[config.mk]
export PLATFORM = sky130hd
export DESIGN_NAME = jid_tap
export DESIGN_NICKNAME = d
export VERILOG_FILES = /design/src/rtl/jid_pkg.sv /design/src/rtl/jid_buf2.sv /design/src/rtl/jid_tap.sv
export VERILOG_INCLUDE_DIRS = /design/src /design/src/rtl
export SDC_FILE = /design/constraint.sdc
export NUM_CORES = 1
export LEC_CHECK = 0
export ABC_AREA = 1
export CAP_MARGIN = 30
export CORE_ASPECT_RATIO = 0.9
export CORE_UTILIZATION = 50
export CTS_CLUSTER_DIAMETER = 150
export DETAILED_ROUTE_END_ITERATION = 8
export DONT_BUFFER_PORTS = 1
export PLACE_DENSITY = 0.62
export SYNTH_ARGS = -nofsm -noshare
export SYNTH_HDL_FRONTEND = slang
export SYNTH_SLANG_ARGS = --single-unit
[constraint.sdc]
create_clock -name clk -period 4.08 [get_ports clk]
set_input_delay 1.02 -clock clk [delete_from_list [all_inputs] [get_ports clk]]
set_output_delay 1.02 -clock clk [all_outputs]
set_load 0.02 [all_outputs]
[src/rtl/jid_params.svh]
/*
 Constants of the test access port instruction decoder: instruction codes,
 chain lengths, capture patterns and the identification value.
 Assumes nothing beyond being included by the modules that use it; the package does not include it.
*/
`ifndef JID_PARAMS_SVH
`define JID_PARAMS_SVH

`define JID_IR_W        10
`define JID_IR_SAMPLE   10'h005
`define JID_IR_EXTEST   10'h00F
`define JID_IR_BYPASS   10'h3FF
`define JID_IR_USERCODE 10'h007
`define JID_IR_IDCODE   10'h006
`define JID_IR_HIGHZ    10'h00B
`define JID_IR_CLAMP    10'h00A
`define JID_IR_RECONF   10'h001
`define JID_IR_CFGLOAD  10'h002
`define JID_IR_CAPTURE  10'h001

`define JID_NPIN        8
`define JID_LA_W        8
`define JID_CFG_W       8
`define JID_DR_W        32
`define JID_BSR_W       16

`define JID_LEN_BYPASS  6'd1
`define JID_LEN_ID      6'd32
`define JID_LEN_BSR     6'd16
`define JID_LEN_SAMPLE  6'd24
`define JID_LEN_CFGLOAD 6'd8

// arbitrary identification value
`define JID_IDCODE      32'h0000_1001

`endif

[src/rtl/jid_pkg.sv]
/*
 Types of the test access port instruction decoder.
 Assumes nothing; it does not include jid_params.svh.
*/
package jid_pkg;
    typedef enum logic [3:0] {
        JID_TLR   = 4'b0000,
        JID_RTI   = 4'b0001,
        JID_SELDR = 4'b0010,
        JID_CAPDR = 4'b0011,
        JID_SHDR  = 4'b0100,
        JID_EX1DR = 4'b0101,
        JID_PSDR  = 4'b0110,
        JID_EX2DR = 4'b0111,
        JID_UPDR  = 4'b1000,
        JID_SELIR = 4'b1001,
        JID_CAPIR = 4'b1010,
        JID_SHIR  = 4'b1011,
        JID_EX1IR = 4'b1100,
        JID_PSIR  = 4'b1101,
        JID_EX2IR = 4'b1110,
        JID_UPIR  = 4'b1111
    } jid_tap_t;
endpackage

[src/rtl/jid_buf2.sv]
/*
 Two-entry buffer with valid and ready on both sides.
 Assumes one clock and an asynchronous active-low reset.
*/
`timescale 1ns/1ps
module jid_buf2 #(
    parameter int W = 8
) (
    input  wire logic         clk,
    input  wire logic         resetn,
    input  wire logic         in_valid,
    output logic              in_ready,
    input  wire logic [W-1:0] in_data,
    output logic              out_valid,
    input  wire logic         out_ready,
    output logic [W-1:0]      out_data
);
    typedef struct packed {
        logic [1:0]   cnt;
        logic [W-1:0] d0;
        logic [W-1:0] d1;
    } jid_buf_t;

    jid_buf_t s;
    jid_buf_t next_s;
    logic     push;
    logic     pop;

    assign in_ready  = (s.cnt != 2'h2);
    assign out_valid = (s.cnt != 2'h0);
    assign out_data  = s.d0;
    assign push      = in_valid & in_ready;
    assign pop       = out_valid & out_ready;

    always_comb begin
        next_s = s;
        if (pop) begin
            next_s.d0 = s.d1;
        end
        // entry 0 takes the word when it is or becomes the head
        if (push) begin
            if (s.cnt == 2'h0 || (s.cnt == 2'h1 && pop)) begin
                next_s.d0 = in_data;
            end else begin
                next_s.d1 = in_data;
            end
        end
        next_s.cnt = s.cnt + {1'b0, push} - {1'b0, pop};
    end

    always_ff @(posedge clk or negedge resetn) begin
        if (!resetn) begin
            s <= '0;
        end else begin
            s <= next_s;
        end
    end
endmodule

[src/rtl/jid_tap.sv]
/*
 Test access port with 10-bit instruction decode, bypass, user code,
 identification, boundary scan, analyzer snapshot and configuration stream.
 Assumes tck, tms, tdi and pin_in come from outside the clk domain, tck well
 below clk/4; core_out, core_oe, usercode, la_* and cfg_ready are on clk.
*/
// Operation
// - Sample/preload captures all pin levels and lets a pattern be preloaded for the pins.
// - External test drives the scanned pattern onto the pins and captures the pin inputs.
// - Bypass puts one flip-flop between tdi and tdo while the core runs on.
// - User code puts the 32-bit user code register between tdi and tdo.
// - Identification puts the identification register between tdi and tdo.
// - High-impedance routes through bypass and releases every pin.
// - Clamp routes through bypass and holds each pin at the boundary register value.
// - The reconfiguration instruction pulses the internal request low, pin untouched.
// - The configuration load instruction streams configuration bytes in through the port.
// - Internal signals are snapshot at full speed and read back under sample.
`timescale 1ns/1ps
`include "jid_params.svh"
module jid_tap (
    input  wire logic                  clk,
    input  wire logic                  resetn,
    input  wire logic                  tck,
    input  wire logic                  tms,
    input  wire logic                  tdi,
    output logic                       tdo,
    output logic                       tdo_oe,
    input  wire logic [`JID_NPIN-1:0]  pin_in,
    output logic [`JID_NPIN-1:0]       pin_out,
    output logic [`JID_NPIN-1:0]       pin_oe,
    input  wire logic [`JID_NPIN-1:0]  core_out,
    input  wire logic [`JID_NPIN-1:0]  core_oe,
    output logic [`JID_NPIN-1:0]       core_in,
    input  wire logic [31:0]           usercode,
    input  wire logic [`JID_LA_W-1:0]  la_probe,
    input  wire logic                  la_trigger,
    output logic                       la_hold,
    output logic                       config_request_n,
    output logic                       cfg_wait,
    output logic                       cfg_valid,
    input  wire logic                  cfg_ready,
    output logic [`JID_CFG_W-1:0]      cfg_data
);
    typedef struct packed {
        logic                   tck_s1;
        logic                   tck_s2;
        logic                   tck_d;
        logic                   tms_s1;
        logic                   tms_s2;
        logic                   tdi_s1;
        logic                   tdi_s2;
        logic [`JID_NPIN-1:0]   pin_s1;
        logic [`JID_NPIN-1:0]   pin_s2;
        jid_pkg::jid_tap_t      tap;
        logic [`JID_IR_W-1:0]   ir;
        logic [`JID_IR_W-1:0]   ir_sh;
        logic [`JID_DR_W-1:0]   dr;
        logic [`JID_BSR_W-1:0]  bsr;
        logic                   tdo;
        logic                   tdo_oe;
        logic [`JID_NPIN-1:0]   pout;
        logic [`JID_NPIN-1:0]   poe;
        logic                   cfg_n;
        logic                   push;
        logic [`JID_LA_W-1:0]   la;
        logic                   la_hold;
    } jid_state_t;

    jid_state_t s;
    jid_state_t next_s;
    logic       buf_ready;
    logic       hold;
    logic       act;
    logic       fall;

    function automatic logic [5:0] dr_len(input logic [`JID_IR_W-1:0] ir);
        unique case (ir)
            `JID_IR_SAMPLE:                   dr_len = `JID_LEN_SAMPLE;
            `JID_IR_EXTEST:                   dr_len = `JID_LEN_BSR;
            `JID_IR_USERCODE, `JID_IR_IDCODE: dr_len = `JID_LEN_ID;
            `JID_IR_CFGLOAD:                  dr_len = `JID_LEN_CFGLOAD;
            default:                          dr_len = `JID_LEN_BYPASS;
        endcase
    endfunction

    function automatic jid_pkg::jid_tap_t tap_next(input jid_pkg::jid_tap_t t,
                                                   input logic m);
        unique case (t)
            jid_pkg::JID_TLR:   tap_next = m ? jid_pkg::JID_TLR   : jid_pkg::JID_RTI;
            jid_pkg::JID_RTI:   tap_next = m ? jid_pkg::JID_SELDR : jid_pkg::JID_RTI;
            jid_pkg::JID_SELDR: tap_next = m ? jid_pkg::JID_SELIR : jid_pkg::JID_CAPDR;
            jid_pkg::JID_CAPDR: tap_next = m ? jid_pkg::JID_EX1DR : jid_pkg::JID_SHDR;
            jid_pkg::JID_SHDR:  tap_next = m ? jid_pkg::JID_EX1DR : jid_pkg::JID_SHDR;
            jid_pkg::JID_EX1DR: tap_next = m ? jid_pkg::JID_UPDR  : jid_pkg::JID_PSDR;
            jid_pkg::JID_PSDR:  tap_next = m ? jid_pkg::JID_EX2DR : jid_pkg::JID_PSDR;
            jid_pkg::JID_EX2DR: tap_next = m ? jid_pkg::JID_UPDR  : jid_pkg::JID_SHDR;
            jid_pkg::JID_UPDR:  tap_next = m ? jid_pkg::JID_SELDR : jid_pkg::JID_RTI;
            jid_pkg::JID_SELIR: tap_next = m ? jid_pkg::JID_TLR   : jid_pkg::JID_CAPIR;
            jid_pkg::JID_CAPIR: tap_next = m ? jid_pkg::JID_EX1IR : jid_pkg::JID_SHIR;
            jid_pkg::JID_SHIR:  tap_next = m ? jid_pkg::JID_EX1IR : jid_pkg::JID_SHIR;
            jid_pkg::JID_EX1IR: tap_next = m ? jid_pkg::JID_UPIR  : jid_pkg::JID_PSIR;
            jid_pkg::JID_PSIR:  tap_next = m ? jid_pkg::JID_EX2IR : jid_pkg::JID_PSIR;
            jid_pkg::JID_EX2IR: tap_next = m ? jid_pkg::JID_UPIR  : jid_pkg::JID_SHIR;
            jid_pkg::JID_UPIR:  tap_next = m ? jid_pkg::JID_SELDR : jid_pkg::JID_RTI;
        endcase
    endfunction

    // a byte not yet taken by the buffer freezes the port; tck edges wait
    assign hold = s.push & ~buf_ready;
    assign act  = s.tck_s2 & ~s.tck_d & ~hold;
    assign fall = ~s.tck_s2 & s.tck_d & ~hold;

    always_comb begin
        next_s        = s;
        next_s.tck_s1 = tck;
        next_s.tck_s2 = s.tck_s1;
        next_s.tck_d  = hold ? s.tck_d : s.tck_s2;
        next_s.tms_s1 = tms;
        next_s.tms_s2 = s.tms_s1;
        next_s.tdi_s1 = tdi;
        next_s.tdi_s2 = s.tdi_s1;
        next_s.pin_s1 = pin_in;
        next_s.pin_s2 = s.pin_s1;
        next_s.cfg_n  = 1'b1;
        if (s.push && buf_ready) begin
            next_s.push = 1'b0;
        end
        if (!s.la_hold) begin
            next_s.la = la_probe;
        end
        if (act) begin
            unique case (s.tap)
                jid_pkg::JID_TLR: begin
                    next_s.ir = `JID_IR_IDCODE;
                end
                jid_pkg::JID_CAPIR: begin
                    next_s.ir_sh = `JID_IR_CAPTURE;
                end
                jid_pkg::JID_SHIR: begin
                    next_s.ir_sh = {s.tdi_s2, s.ir_sh[`JID_IR_W-1:1]};
                end
                jid_pkg::JID_UPIR: begin
                    next_s.ir = s.ir_sh;
                    if (s.ir_sh == `JID_IR_RECONF) begin
                        next_s.cfg_n = 1'b0;
                    end
                end
                jid_pkg::JID_CAPDR: begin
                    unique case (s.ir)
                        `JID_IR_SAMPLE: begin
                            next_s.dr = {8'h00, s.la, core_oe, s.pin_s2};
                            next_s.la_hold = 1'b0;
                        end
                        `JID_IR_EXTEST:   next_s.dr = {16'h0000, s.poe, s.pin_s2};
                        `JID_IR_USERCODE: next_s.dr = usercode;
                        `JID_IR_IDCODE:   next_s.dr = `JID_IDCODE;
                        default:          next_s.dr = '0;
                    endcase
                end
                jid_pkg::JID_SHDR: begin
                    for (int i = 0; i < `JID_DR_W; i++) begin
                        if (i == int'(dr_len(s.ir)) - 1) begin
                            next_s.dr[i] = s.tdi_s2;
                        end else if (i < `JID_DR_W - 1) begin
                            next_s.dr[i] = s.dr[i+1];
                        end else begin
                            next_s.dr[i] = 1'b0;
                        end
                    end
                end
                jid_pkg::JID_UPDR: begin
                    if (s.ir == `JID_IR_SAMPLE || s.ir == `JID_IR_EXTEST) begin
                        next_s.bsr = s.dr[`JID_BSR_W-1:0];
                    end
                    if (s.ir == `JID_IR_CFGLOAD) begin
                        next_s.push = 1'b1;
                    end
                end
                default: begin
                end
            endcase
            next_s.tap = tap_next(s.tap, s.tms_s2);
        end
        // trigger wins over the rearm in the same cycle
        if (la_trigger) begin
            next_s.la_hold = 1'b1;
        end
        if (fall) begin
            next_s.tdo    = (s.tap == jid_pkg::JID_SHIR) ? s.ir_sh[0] : s.dr[0];
            next_s.tdo_oe = (s.tap == jid_pkg::JID_SHIR) || (s.tap == jid_pkg::JID_SHDR);
        end
        unique case (s.ir)
            `JID_IR_EXTEST, `JID_IR_CLAMP: begin
                next_s.pout = s.bsr[`JID_NPIN-1:0];
                next_s.poe  = s.bsr[`JID_BSR_W-1:`JID_NPIN];
            end
            `JID_IR_HIGHZ: begin
                next_s.pout = core_out;
                next_s.poe  = '0;
            end
            default: begin
                next_s.pout = core_out;
                next_s.poe  = core_oe;
            end
        endcase
    end

    always_ff @(posedge clk or negedge resetn) begin
        if (!resetn) begin
            s       <= '0;
            s.tap   <= jid_pkg::JID_TLR;
            s.ir    <= `JID_IR_IDCODE;
            s.cfg_n <= 1'b1;
        end else begin
            s <= next_s;
        end
    end

    // the buffer lets the consumer stall without dropping a byte
    jid_buf2 #(.W(`JID_CFG_W)) jid_buf2_i (
        .clk       (clk),
        .resetn    (resetn),
        .in_valid  (s.push),
        .in_ready  (buf_ready),
        .in_data   (s.dr[`JID_CFG_W-1:0]),
        .out_valid (cfg_valid),
        .out_ready (cfg_ready),
        .out_data  (cfg_data)
    );

    assign tdo              = s.tdo;
    assign tdo_oe           = s.tdo_oe;
    assign pin_out          = s.pout;
    assign pin_oe           = s.poe;
    assign core_in          = s.pin_s2;
    assign la_hold          = s.la_hold;
    assign config_request_n = s.cfg_n;
    assign cfg_wait         = hold;
endmodule

* Yosys cells after proc, flatten, opt, wreduce, memory -nomap -nowiden *
Index checks and enable logic that the tools add are counted.

word-level totals
  flip-flop bits (word level) = 142
  input port bits = 71
  output and inout port bits = 38
  logic and storage cells = 190

operators by class
  add/subtract/negate cells = 3
  eq/ne operators = 56
  muxes and demuxes = 68
  bitwise logic cells = 12
  reductions and logical operators = 26

operators with widths
  kind                                                                    number
  32-bit one-hot mux with 4 select lines                                  1
  6-bit by 7-bit equality test with 1-bit output, first input constant    16
  32-bit one-hot mux with 2 select lines                                  1
  5-bit by 7-bit equality test with 1-bit output, first input constant    8
  4-bit one-hot mux with 12 select lines                                  1
  1-bit two-way mux                                                       45
  10-bit one-hot mux with 2 select lines                                  2
  4-bit equality test, second input constant                              8
  32-bit zero test                                                        1
  16-bit one-hot mux with 2 select lines                                  1
  10-bit by 3-bit equality test with 1-bit output, second input constant  3
  10-bit by 4-bit equality test with 1-bit output, second input constant  3
  4-bit by 7-bit equality test with 1-bit output, first input constant    4
  8-bit two-way mux                                                       3
  6-bit one-hot mux with 4 select lines                                   1
  4-bit by 3-bit equality test with 1-bit output, second input constant   4
  16-bit two-way mux                                                      1
  4-bit two-way mux                                                       4
  3-bit by 7-bit equality test with 1-bit output, first input constant    2
  2-bit nonzero test                                                      7
  6-bit two-way mux                                                       2
  10-bit by 1-bit equality test with 1-bit output, second input constant  1
  10-bit by 2-bit equality test with 1-bit output, second input constant  1
  4-bit by 2-bit equality test with 1-bit output, second input constant   2
  other kinds (19)                                                        43

* Logic depth before layout (Yosys ltp) *
  depth in word-level cells = 10
  mapped depth = 11
  mapped depth without buffers = 10

* Modules after synthesis *
A second synthesis with hierarchy kept.

unflattened totals
  cells, all modules = 824
  area total of the unflattened synthesis = 6,906.6 um2

by module, submodules not included
  module    times used  cells each  area each (um2)  seq. area each (um2)
  jid_tap   1           692         5,921.9          3,106.7
  jid_buf2  1           132         984.7            450.4

* Worst setup path after synthesis *
Ideal clock, no wire load.

  path type = input port to flip-flop
  start = input port cfg_ready
  end = register jid_buf2_i.s[17] (netlist name)
  library setup time = 0.123 ns
  arrival time = 1.956 ns
  required time = 3.957 ns
  setup slack = 2.002 ns
  cell stages on the path = 6
  path buffers = 0
  cells stage by stage = nand2_2 > clkinv_1 > ha_1 > inv_1 > ha_1 > xnor2_1

RTL lines
  what                  line            RTL
  start, declared       jid_tap.sv:41   input wire logic cfg_ready,
  end signal, assigned  jid_buf2.sv:55  s <= next_s;
  end, declared         jid_buf2.sv:24  jid_buf_t s;

* Worst setup path after layout *
  start = register s[97] (netlist name)
  end = register s[62] (netlist name)

between the ends
  cells in the longest elaborated chain, start to end = 3
  elaborated cells on any way between the ends = 5
  classes of those cells = eq/ne: 2; mux: 1; reduce/logical: 2

ends and longest elaborated chain
  what                                                                                                              line            RTL
  start, declared                                                                                                   jid_tap.sv:69   jid_state_t s;
  start signal, assigned                                                                                            jid_tap.sv:215  s <= next_s;
  4-bit by 3-bit equality test with 1-bit output or 4-bit by 2-bit equality test with 1-bit output (tied branches)  jid_tap.sv:132  unique case (s.tap)
  2-bit nonzero test (no source line)                                                                               n/a
  2-bit AND reduction (no source line)                                                                              n/a

Parallel ways exist; a longest one is shown, timed or not.
A chain may end at the register's enable or synchronous reset.

==> metrics <==
number of max-capacitance violations reported=0; Worst-path clk slew=60 ps; CP max stage delay=500 ps; Antenna Violating Nets Remaining=0; mean instance size in the synthesized netlist=8.89 um2; Synth Instances=748; fraction of layout cells with a size suffix above 1=11.7%; FF+latch count, synth=142; Std-Cell Core Area=0.0128 mm2; area growth from synthesis to layout=6.94%; buffer levels on the longest clock path=2; setup_tns=0 ps; crit path DAT=2750 ps; Hold WC Path Type=primary input to async pin; headroom to the max-slew limit=48.8%; DRC violations left=0; floorplan die area=0.0138 mm2; # H-tree levels=4; number of hold-repair buffers added at the cts stage=0; clock tree from TritonCTS=done; GR Layer Usage met1=33.5%; worst path required time=4420 ps; list of cells traversed by the critical path=inv_2 > nand2_1 > nor2_4 > inv_2 > o21ai_2 > nand2_2 > buf_4 > a21oi_1 > a22oi_2; number of gates resized after CTS=0; measured slew at the worst slew-check pin=765 ps; top flip-flop cell by instance count after synthesis=dfrtp_1; most heavily used metal layer in global routing=met2; total vias in the final route=4965; fraction of post-synthesis cell area in the top cell type by area=52.3%; power density cells=582 mW/mm2; Crit path buffers/inverters=3; kind of critical path=flip-flop to flip-flop; Post CTS Setup Buffer Count=0; wire length of the first global-routing pass=24800 um; met3 GRT Util=8.40%; NumNets Final=785; cell with the most instances after synthesis=nand2_1; Synth area leaders=dfrtp_1, nand2_1, buf_4, a21oi_1, inv_1; RSZ-0062 raised after global routing=no; mean number of vias per cell=5.58; number of hold-slack violations in the final timing report=0; row count=39; clock root buffer=clkbuf_16; met2 Resource Use GR=34.7%; cell type contributing the most total cell area after synthesis=dfrtp_1; via count of the first global-routing pass=4799; global-route usage over all layers=24.0%; die width=124 um; Worst Setup End Kind=flip-flop; clock skew after layout=8.52 ps; Detailed Route Iter0 Violations=444; first-pass iteration count of the detailed router=8; Peak supply drop=0.406 mV; TritonCTS sink count=142; Max Transition Viols Final=0; overall power after layout=0.00414 W; sort of element at the start of the critical path=flip-flop; antenna diode instance count=0; antenna violations before repair=0; Crit Reg-Reg Endpoint=s[62]; Post-synth EDFFs=0; Final Cycle Share=59.0%; wire length per cell after detailed routing=16.9 um; register area share after synthesis=53.5%; total global routing overflow=0; post-route minimum period=2410 ps; leakage power of the design=3.36 nW; outcome=finished, final reports clean; clock buffers created by TritonCTS=17; total wire length after detailed routing=15000 um; synthesized cell area=0.00665 mm2; count of port buffers added during placement=0; crit-path leading delay family=buffers and inverters; weighted congestion reported at the end of routability-driven placement=0.845; setup slack of the worst register-to-register path=1670 ps; total nets after synthesis=821; Yosys warnings=0; most frequent CP cell=inv_2; largest fanout on the critical path=31; synth unique cells=41; Finish-stage setup viols=0; Async SR Flop Fraction=100%; most frequent cells after synthesis=nand2_1, dfrtp_1, inv_1; die height=111 um; beginning of the worst register-to-register path=s[97]; source-to-sink clock delay at the later pin of the worst-skew pair=430 ps; Achievable Freq=416 MHz; utilization after layout=55.4%; slowest cell on the critical path=nand2_2; pin count of the biggest net entering global routing=143; Initial Util=51.8%; depth of the worst register-to-register path=9; HPWL reported at the end of detailed placement=10400 um; ports placed on the boundary=109
[registers in the layout (all words and copies together), names as in the netlist]
name	count
jid_buf2_i.s	10
next_s	11
pin_out	8
tdo_oe	1
jid_buf2_i.out_data	8
tdo	1
core_in	8
la_hold	1
pin_oe	8
s	85
config_request_n	1
[report_power, final]
| part | leakage [nW] | internal (W) | switching, W | total (W) |
|---|---|---|---|---|
| sequential | 1.73 | 0.00163 | 0.000200 | 0.00183 |
| clock | 0.290 | 0.000991 | 0.000582 | 0.00157 |
| combinational | 1.33 | 0.000245 | 0.000488 | 0.000733 |
[cell type report]
class | count | area (um2)
clock inverter | 10 | 138
fill | 1139 | 5720
tap | 164 | 205
timing repair buffer | 3 | 42.5
sequential | 142 | 3560
inverter | 72 | 270
multi-input combinational | 476 | 2430
clock buffer | 22 | 464
[cells in the final DEF, fill, tap and decap left out, types with 11 or more instances in the layout]
master     instances
a22oi_1           13
o21ai_0           37
nor2_1            50
dfrtp_1          139
nand3_1           33
nand2_1          193
a21oi_1           46
o21ai_1           15
nand4_1           11
inv_2             11
clkbuf_16         17
o22ai_1           16
inv_1             60
[worst max path at each step]
stage                             endpoint  slack (ps)       from  depth (start not counted)
final                                s[62]        1670      s[97]                          9
after global routing                 s[50]        1440      s[97]                          9
after CTS                            s[62]        1670      s[97]                          9
after detailed placement             s[62]        1670      s[97]                          9
after global placement               s[49]        1660      s[96]                          7
after floorplan           jid_buf2_i.s[17]        2000  cfg_ready                          6
[worst register-to-register path: cells and delay by family, from the launching register on]
family	cells	cell delay (ps)
flops	1	420
buf+inv	3	830
compound gates	3	390
simple gates	3	670
[stage by stage]
step	instances	hold slack (ps)	setup WS, ps	area (um2)
after floorplan	748	331	2000	6650
after global placement	856	331	1660	6480
after detailed placement	857	335	1670	6510
after CTS	889	270	1670	7110
after global routing	889	262	1440	7110
final	889	289	1670	7110
[cell families (layout without fill, tap and decap cells)]
kind of cell               count (synthesis)  after routing  synth area share (%)
and+or+nand+nor                          310            310                  20.3
AOI/OAI and AO/OA                        153            153                  13.9
DFF                                      142            142                  53.5
buffers and inverters                    130            107                  9.99
muxes                                      9              9                  1.64
adders and majority gates                  2              2                 0.376
xor gates and xnor gates                   2              2                 0.264
[routing by layer]
metal  share of wire (%)  wire length (um)  up-vias
met5                   0                 0        -
met3                 9.4              1410       25
li1                    -                 -     2365
met1                  45              6780     2355
met4                 1.9               284        0
met2                  44              6550      220
Note: power is estimated with default switching activity, not from simulation.
